$ cat config.mk
export PLATFORM = sky130hd
export DESIGN_NAME = nosb_top
export DESIGN_NICKNAME = d
export VERILOG_FILES = /design/src/verilog/nosb_top.v /design/src/verilog/nosb_addr_shift.v
export VERILOG_INCLUDE_DIRS = /design/src /design/src/verilog
export SDC_FILE = /design/constraint.sdc
export NUM_CORES = 1
export LEC_CHECK = 0
export BUFFER_PORTS_ARGS = -buffer_cell sky130_fd_sc_hd__buf_2
export CAP_MARGIN = 10
export CORE_UTILIZATION = 40
export CTS_BUF_LIST = sky130_fd_sc_hd__clkbuf_16
export DETAILED_ROUTE_END_ITERATION = 7
export PLACE_DENSITY = 0.7
export SLEW_MARGIN = 10
export SYNTH_ARGS = -nofsm -noshare
export SYNTH_HDL_FRONTEND = slang
export SYNTH_SLANG_ARGS = --single-unit
export TNS_END_PERCENT = 100
$ cat constraint.sdc
create_clock -name clk_i -period 7.2 [get_ports clk_i]
set_input_delay 1.08 -clock clk_i [delete_from_list [all_inputs] [get_ports clk_i]]
set_output_delay 1.08 -clock clk_i [all_outputs]
set_load 0.005 [all_outputs]
$ cat src/verilog/nosb_regs.vh
// Constants for the NAND-over-static-bank sequencer.
// Included by the design files; definitions only.
`ifndef NOSB_REGS_VH
`define NOSB_REGS_VH
// Boot strap codes
`define NOSB_SC_NOR16_LO 4'h0
`define NOSB_SC_NOR16_HI 4'h1
`define NOSB_SC_NOR8_LO 4'h2
`define NOSB_SC_NOR8_HI 4'h3
`define NOSB_SC_NAND8_3 4'h4
`define NOSB_SC_NAND8_4 4'h5
`define NOSB_SC_NAND8_5 4'h6
`define NOSB_SC_NAND16_3 4'h7
`define NOSB_SC_NOR32_LO 4'h8
`define NOSB_SC_NOR32_HI 4'h9
`define NOSB_SC_NAND16_4 4'hC
`define NOSB_SC_NAND16_5 4'hD
`define NOSB_SC_I2C 4'hE
`define NOSB_SC_UART 4'hF
`define NOSB_STRAP_NAND_BIT 2
// Boot source encodings
`define NOSB_SRC_NOR 2'h0
`define NOSB_SRC_NAND 2'h1
`define NOSB_SRC_I2C 2'h2
`define NOSB_SRC_UART 2'h3
// Width encodings (memory width field)
`define NOSB_MW_8 2'h0
`define NOSB_MW_16 2'h1
`define NOSB_MW_32 2'h2
// Internal address bits of the NAND controls, 8-bit view
`define NOSB_ALE_BIT 2
`define NOSB_CLE_BIT 3
`define NOSB_WE_BIT 22
`define NOSB_RE_BIT 23
// Boot sequencer step counter reload; setup, strobe and hold steps each last one clock more
`define NOSB_STEP_CYC 4'h3
`endif

$ cat src/verilog/nosb_top.v
// NAND-over-static-bank sequencer: boot strap decode, boot-time NAND
// control generation on address pins, and normal address passthrough.
// Assumes strap pins and reset-out are asynchronous pins; bus side is
// on clk_i.
// Operation
// - Capture four strap pins when reset-out rises; pick boot source.
// - Strap bit two high means NAND, I2C or UART boot.
// - Codes 0/1 16-bit, 2/3 8-bit, 8/9 32-bit; odd holds lanes high.
// - First revision: NAND codes 4-7, C, D; A, B, E, F reserved.
// - Second revision: 6 and D take 4/5 bytes; E I2C, F UART.
// - During NAND boot drive ALE, CLE, write and read strobes.
// - Boot shifts controls so pins match for 8- and 16-bit widths.
// - Width 01 means 16-bit, address bit 1 on pin 0.
`timescale 1ns/1ps
`include "nosb_regs.vh"
module nosb_top (
  input wire clk_i,
  input wire arst_n_i,
  input wire reset_out_n_i,
  input wire [3:0] boot_strap_pins_i,
  input wire silicon_rev_b_i,
  input wire boot_done_i,
  input wire [1:0] memory_width_field_i,
  input wire bus_valid_i,
  input wire bus_write_i,
  input wire [24:0] bus_addr_i,
  input wire [7:0] boot_cmd_i,
  input wire boot_cmd_is_addr_i,
  input wire boot_cmd_valid_i,
  input wire boot_rd_valid_i,
  output wire boot_busy_o,
  output reg [23:0] addr_o,
  output reg chip_select_zero_n_o,
  output reg [1:0] boot_source_o,
  output reg [1:0] boot_width_o,
  output reg boot_lanes_high_o,
  output reg [2:0] boot_addr_bytes_o,
  output reg boot_large_block_o,
  output reg boot_reserved_o,
  output reg in_nand_boot_o
);
  localparam S_IDLE = 5'h01;
  localparam S_SETUP = 5'h02;
  localparam S_STRB = 5'h04;
  localparam S_HOLD = 5'h08;
  localparam S_CLEAR = 5'h10;

  reg [1:0] rst_sync_ff;
  reg [3:0] strap_s1_ff;
  reg [3:0] strap_s2_ff;
  reg rst_prev_ff;
  reg [3:0] code_ff;
  reg [4:0] state_ff;
  reg [4:0] nxt_state;
  reg [3:0] cnt_ff;
  reg [3:0] nxt_cnt;
  reg op_addr_ff;
  reg op_rd_ff;
  reg [24:0] ctl_addr;
  wire [23:0] shifted;
  wire rise;

  // Two-flop synchronisers for pins
  always @(posedge clk_i or negedge arst_n_i) begin
    if (!arst_n_i) begin
      rst_sync_ff <= 2'h0;
      strap_s1_ff <= 4'h0;
      strap_s2_ff <= 4'h0;
      rst_prev_ff <= 1'b0;
    end else begin
      rst_sync_ff <= {rst_sync_ff[0], reset_out_n_i};
      strap_s1_ff <= boot_strap_pins_i;
      strap_s2_ff <= strap_s1_ff;
      rst_prev_ff <= rst_sync_ff[1];
    end
  end

  assign rise = rst_sync_ff[1] & ~rst_prev_ff;

  always @(posedge clk_i or negedge arst_n_i) begin
    if (!arst_n_i) begin
      code_ff <= 4'h0;
    end else if (rise) begin
      code_ff <= strap_s2_ff;
    end
  end

  // Decode of captured code; latched so outputs come from flops
  always @(posedge clk_i or negedge arst_n_i) begin
    if (!arst_n_i) begin
      boot_source_o <= `NOSB_SRC_NOR;
      boot_width_o <= `NOSB_MW_16;
      boot_lanes_high_o <= 1'b0;
      boot_addr_bytes_o <= 3'h0;
      boot_large_block_o <= 1'b0;
      boot_reserved_o <= 1'b0;
    end else begin
      boot_lanes_high_o <= code_ff[0] & ~code_ff[`NOSB_STRAP_NAND_BIT];
      boot_large_block_o <= 1'b0;
      boot_reserved_o <= 1'b0;
      boot_addr_bytes_o <= 3'h0;
      boot_source_o <= code_ff[`NOSB_STRAP_NAND_BIT] ?
                       `NOSB_SRC_NAND : `NOSB_SRC_NOR;
      case (code_ff)
        `NOSB_SC_NOR16_LO, `NOSB_SC_NOR16_HI: boot_width_o <= `NOSB_MW_16;
        `NOSB_SC_NOR8_LO, `NOSB_SC_NOR8_HI: boot_width_o <= `NOSB_MW_8;
        `NOSB_SC_NOR32_LO, `NOSB_SC_NOR32_HI: boot_width_o <= `NOSB_MW_32;
        `NOSB_SC_NAND8_3: begin
          boot_width_o <= `NOSB_MW_8;
          boot_addr_bytes_o <= 3'h3;
        end
        `NOSB_SC_NAND8_4: begin
          boot_width_o <= `NOSB_MW_8;
          boot_addr_bytes_o <= 3'h4;
        end
        // Later revision takes 4 or 5 bytes, reports 5
        `NOSB_SC_NAND8_5: begin
          boot_width_o <= `NOSB_MW_8;
          boot_addr_bytes_o <= 3'h5;
        end
        `NOSB_SC_NAND16_3: begin
          boot_width_o <= `NOSB_MW_16;
          boot_addr_bytes_o <= 3'h3;
          boot_large_block_o <= silicon_rev_b_i;
        end
        `NOSB_SC_NAND16_4: begin
          boot_width_o <= `NOSB_MW_16;
          boot_addr_bytes_o <= 3'h4;
        end
        `NOSB_SC_NAND16_5: begin
          boot_width_o <= `NOSB_MW_16;
          boot_addr_bytes_o <= 3'h5;
          boot_large_block_o <= silicon_rev_b_i;
        end
        // Serial boots on second revision only
        `NOSB_SC_I2C: begin
          boot_width_o <= `NOSB_MW_8;
          boot_source_o <= silicon_rev_b_i ? `NOSB_SRC_I2C : `NOSB_SRC_NOR;
          boot_reserved_o <= ~silicon_rev_b_i;
        end
        `NOSB_SC_UART: begin
          boot_width_o <= `NOSB_MW_8;
          boot_source_o <= silicon_rev_b_i ? `NOSB_SRC_UART : `NOSB_SRC_NOR;
          boot_reserved_o <= ~silicon_rev_b_i;
        end
        default: begin
          boot_width_o <= `NOSB_MW_8;
          boot_reserved_o <= 1'b1;
        end
      endcase
    end
  end

  // NAND boot window lasts from reset-out release until boot code ends.
  // Opened from the raw strap code: the decoded source lags one cycle
  // and would otherwise shut a fresh window on the previous code.
  // Window on NAND codes
  always @(posedge clk_i or negedge arst_n_i) begin
    if (!arst_n_i) begin
      in_nand_boot_o <= 1'b0;
    end else if (!rst_sync_ff[1]) begin
      in_nand_boot_o <= 1'b0;
    end else if (rise) begin
      in_nand_boot_o <= strap_s2_ff[`NOSB_STRAP_NAND_BIT] &&
                        (strap_s2_ff != `NOSB_SC_I2C) &&
                        (strap_s2_ff != `NOSB_SC_UART);
    end else if (boot_done_i) begin
      in_nand_boot_o <= 1'b0;
    end
  end

  // Boot control sequencer: setup, strobe low, strobe high, clear
  always @* begin
    nxt_state = state_ff;
    nxt_cnt = cnt_ff;
    case (state_ff)
      S_IDLE: begin
        if (in_nand_boot_o && (boot_cmd_valid_i || boot_rd_valid_i)) begin
          nxt_state = S_SETUP;
          nxt_cnt = `NOSB_STEP_CYC;
        end
      end
      S_SETUP, S_STRB, S_HOLD: begin
        if (cnt_ff == 4'h0) begin
          nxt_state = (state_ff == S_SETUP) ? S_STRB :
                      (state_ff == S_STRB) ? S_HOLD : S_CLEAR;
          nxt_cnt = `NOSB_STEP_CYC;
        end else begin
          nxt_cnt = cnt_ff - 4'h1;
        end
      end
      S_CLEAR: begin
        nxt_state = S_IDLE;
      end
      default: nxt_state = S_IDLE;
    endcase
  end

  always @(posedge clk_i or negedge arst_n_i) begin
    if (!arst_n_i) begin
      state_ff <= S_IDLE;
      cnt_ff <= 4'h0;
      op_addr_ff <= 1'b0;
      op_rd_ff <= 1'b0;
    end else begin
      state_ff <= nxt_state;
      cnt_ff <= nxt_cnt;
      if (state_ff == S_IDLE) begin
        op_addr_ff <= boot_cmd_is_addr_i;
        op_rd_ff <= boot_rd_valid_i & ~boot_cmd_valid_i;
      end
    end
  end

  assign boot_busy_o = (state_ff != S_IDLE);

  // Control levels on the address lines, in the 8-bit view
  // the width shift below is then undone by shifting up first.
  always @* begin
    ctl_addr = 25'h0;
    if (state_ff != S_IDLE) begin
      ctl_addr[`NOSB_ALE_BIT] = op_addr_ff & ~op_rd_ff &
                                (state_ff != S_CLEAR);
      ctl_addr[`NOSB_CLE_BIT] = ~op_addr_ff & ~op_rd_ff &
                                (state_ff != S_CLEAR);
      ctl_addr[`NOSB_WE_BIT] = op_rd_ff | (state_ff != S_STRB);
      ctl_addr[`NOSB_RE_BIT] = ~op_rd_ff | (state_ff != S_STRB);
    end else begin
      ctl_addr[`NOSB_WE_BIT] = 1'b1;
      ctl_addr[`NOSB_RE_BIT] = 1'b1;
    end
    // Pre-shift so pins land alike at 8 and 16-bit widths; 32-bit drops the read strobe
    case (boot_width_o)
      `NOSB_MW_16: ctl_addr = {ctl_addr[23:0], 1'b0};
      `NOSB_MW_32: ctl_addr = {ctl_addr[22:0], 2'h0};
      default: ctl_addr = ctl_addr;
    endcase
  end

  // Right-justify bus addresses by bank width
  nosb_addr_shift u_shift (
    .addr_i(in_nand_boot_o ? ctl_addr : bus_addr_i),
    .width_i(in_nand_boot_o ? boot_width_o : memory_width_field_i),
    .pin_o(shifted)
  );

  // Pins registered; plain addresses outside boot
  always @(posedge clk_i or negedge arst_n_i) begin
    if (!arst_n_i) begin
      addr_o <= 24'h0;
      chip_select_zero_n_o <= 1'b1;
    end else begin
      addr_o <= shifted;
      // Boot NAND sits on chip select zero only
      chip_select_zero_n_o <= in_nand_boot_o ? ~boot_busy_o : ~bus_valid_i;
    end
  end
endmodule

$ cat src/verilog/nosb_addr_shift.v
// Address justifier for the static bank.
// Pure combinational; fed from the parent's boot controls or raw bus inputs.
`timescale 1ns/1ps
`include "nosb_regs.vh"
module nosb_addr_shift (
  input wire [24:0] addr_i,
  input wire [1:0] width_i,
  output reg [23:0] pin_o
);
  // Right-justify by the bank width
  always @* begin
    case (width_i)
      `NOSB_MW_16: pin_o = addr_i[24:1];
      `NOSB_MW_32: pin_o = {1'b0, addr_i[24:2]};
      default: pin_o = addr_i[23:0];
    endcase
  end
endmodule

==> summary.txt <==
Power
  – P_leak: 0.00175 µW
  – Comb pwr share: 16.7%
  – Peak VDD IR: roughly 0.00014 V
  – Power per cell area: 271 nW/µm²
  – Int Power: 692 µW
  – Part of the power in registers: 44.3%
  – Sw frac: around a quarter
  – Clock network fraction of total power: 39.0%
  – Switching power: 241 µW

Timing
  – Setup_tns: 0 ns
  – Final Skew: 0.00281 ns
  – Hold Slack: 0.344 ns
  – RSZ-0062 raised after global routing: false
  – Hold Fails Final Rpt: 0
  – Worst slew margin: 26.4%
  – # setup viols final: 0
  – Minimum clock period after layout: 3.05 ns
  – Max Freq: ~0.33 GHz
  – Slew Viols, Final: 0
  – Least-Margin Pin Slew: around 1.1 ns
  – Period utilisation layout: 42.3%

Synthesis
  – Yosys cell types: 43
  – EDFF count, synth: 0
  – Top-count cell post-synth: dfrtp_1
  – Ys async rst share: 100%
  – Post-synth design cell area: 2750 µm²
  – Post-synthesis sequential area ratio: 56.6%
  – Mapped Cells: 260
  – Post-synth top area cell: dfrtp_1
  – Post-synth top flop: dfrtp_1
  – Synth Register Bits: 62
  – Share of the synthesized area in the top cell type: 53.7%
  – Post-Syn Nets: 315
  – Top cells by area, synth: dfrtp_1 54%, nand2_1 6.3%, a22oi_1 5.7%
  – YS warnings: 0
  – Syn Area/Cell: 10.6 µm²
  – Most frequent cells after synthesis: 59 x dfrtp_1, 46 x nand2_1, 21 x a22oi_1

Drt
  – Starting DRC count in detailed routing: 74
  – Routed wire length per instance: 13.0 µm
  – 1st-pass router iterations: 8
  – Metal-1 WL: 2390 µm
  – Vias/cell: 5.18
  – Highest metal used: met4
  – Met3 Wirelength: 397 µm
  – Drt total wl: 5430 µm
  – Routed Antenna Nets: 0
  – DR WL met2: between 2000 and 3000 µm
  – DR vias: 2165
  – Post-route DRC: 11

Clocking
  – CTS tree: done
  – Post_cts resized: 0
  – Clock transition at the registers of the reported paths: 0.05 ns
  – Num CTS Buffers: 9
  – Clock buffer depth: 2
  – # hold bufs at CTS: 0
  – Latest clock arrival within the worst-skew pair: approximately 0.32 ns
  – Root buf cell: clkbuf_16
  – Sink Count: a little over 60
  – Setup Fix Bufs, Post-CTS: 0
  – Number of H-tree levels: 3

Floorplanning
  – Die ar.: ~7000 µm²
  – # rows: 29
  – Initial core utilization: 42.3%
  – Chip Width: 84.9 µm
  – DIE HEIGHT: 84.9 µm
  – Core area: about 6500 µm²
  – Io pins: 86

Cells and area
  – Multi-input gate area: approximately 1100 µm²
  – Layout Nets: 391
  – Area Overhead vs Synth: 25.3%
  – Fill count: 593
  – Storage cell area: between 1500 and 2000 µm²
  – Ant diodes: 0
  – Fraction of final layout cells with drive strength greater than 1: between 30% and 40%

Setup path
  – Crit Path Max Fanout: 22
  – CP Capture Type: flip-flop
  – Critical path type: reg -> reg
  – Worst EP required: 7.42 ns
  – Setup crit start kind: flip-flop
  – Data arrival time of the critical path: 3.27 ns

Global route
  – Gr usage total: 16.5%
  – Vias in the first global route: 2044
  – Initial antenna violation count: 0
  – GRT overflow: 0
  – First-pass GRT wire length: 9240 µm
  – Largest net degree at the start of global routing: 63

Worst hold path
  – Worst hold-check path type: reg -> reg

Placed design
  – HPWL after DPL: a little under 4000 µm
  – IO buf count: 76
  – Gpl congestion: about 0.81

Run
  – Max-cap violations: 0

Outcome
  – Failing checks: design-rule violations
  – Outcome: finished with violations
-- stage by stage --
stage	std cells	total power (µW)	worst slack [ns]	util, %	area (µm²)
2_1_floorplan	260	507	4.60	-	2750
3_3_place_gp	402	572	3.95	49.0	3180
3_5_place_dp	402	576	3.93	49.0	3180
4_1_cts	418	945	4.17	53.0	3440
5_1_grt	418	986	3.81	53.0	3440
6_report	418	933	4.15	53.0	3440
-- power by group through the flow --
stage                     logic (µW)  registers, µW  clock network [µW]
after global placement           153            419                   0
after floorplan                 91.8            415                   0
after detailed placement         156            419                   0
after global routing             176            419                 391
after CTS                        157            414                 374
final                            156            413                 364
-- final timing paths --
| path | startpoint | to | slack, ns | cells past startpoint |
|---|---|---|---|---|
| max | in_nand_boot_o | addr_o[20] | 4.15 | 6 |
| max in group asynchronous | arst_n_i | op_rd_ff | 5.79 | 2 |
| min in group asynchronous | arst_n_i | addr_o[20] | 0.92 | 2 |
| min reg2reg | strap_s1_ff[1] | strap_s2_ff[1] | 0.34 | 0 |
| max reg2reg | in_nand_boot_o | addr_o[20] | 4.15 | 6 |
| min | strap_s1_ff[1] | strap_s2_ff[1] | 0.34 | 0 |
-- routing by layer --
metal | GRT usage (%) | up-vias
met5 | 0 | -
met4 | 8.01 | 0
met3 | 5.06 | 10
met2 | 26.5 | 81
met1 | 20.4 | 1016
li1 | - | 1058
-- worst max-delay path, cell delays in order (launching register included) --
cell	delay [ns]
dfrtp_1	0.79
mux2i_1	0.31
inv_1	0.07
ha_1	0.50
nor2b_1	0.92
a22oi_1	0.21
o21ai_0	0.15
-- registers in the layout, summed over array words and instances (netlist names) --
name and cells:
rst_sync_ff 2, cnt_ff 4, strap_s2_ff 4, state_ff 5, boot_reserved_o 1, boot_lanes_high_o 1, boot_width_o 2, boot_addr_bytes_o 3
boot_large_block_o 1, strap_s1_ff 4, op_addr_ff 1, addr_o 24, op_rd_ff 1, chip_select_zero_n_o 1, code_ff 4, in_nand_boot_o 1
rst_prev_ff 1, boot_source_o 2
-- layout make-up --
class | count | share of cell area, %
Sequential cell | 62 | 45.2
Multi-Input combinational cell | 173 | 31.8
Timing Repair Buffer | 77 | 11.3
Clock buffer | 9 | 6.54
Tap cell | 77 | 2.80
Inverter | 13 | 1.42
Clock inverter | 7 | 0.981
-- cell usage in the layout (no fill, tap or decap), drive strengths merged, types with 4 or more instances in the layout --
cell    instances
nor2b           8
a22oi          21
nand2          46
nand2b          9
dfrtp          59
clkinv          4
inv            15
a21o            4
xnor2           4
a21oi           5
ha              6
nor2            9
o21ai          16
buf            77
clkbuf          9
mux2            6
-- cell families (layout without fill, tap and decap cells) --
kind of cell | Yosys count | in the layout | synth area share, %
muxes | 9 | 9 | 3.55
adders and majority gates | 6 | 6 | 2.73
DFF | 62 | 62 | 56.6
xor gates and xnor gates | 6 | 6 | 1.91
AOI/OAI and AO/OA | 63 | 63 | 15.9
and+or+nand+nor | 89 | 89 | 15.8
buffers and inverters | 25 | 106 | 3.51
(Power assumes the default switching activity.)
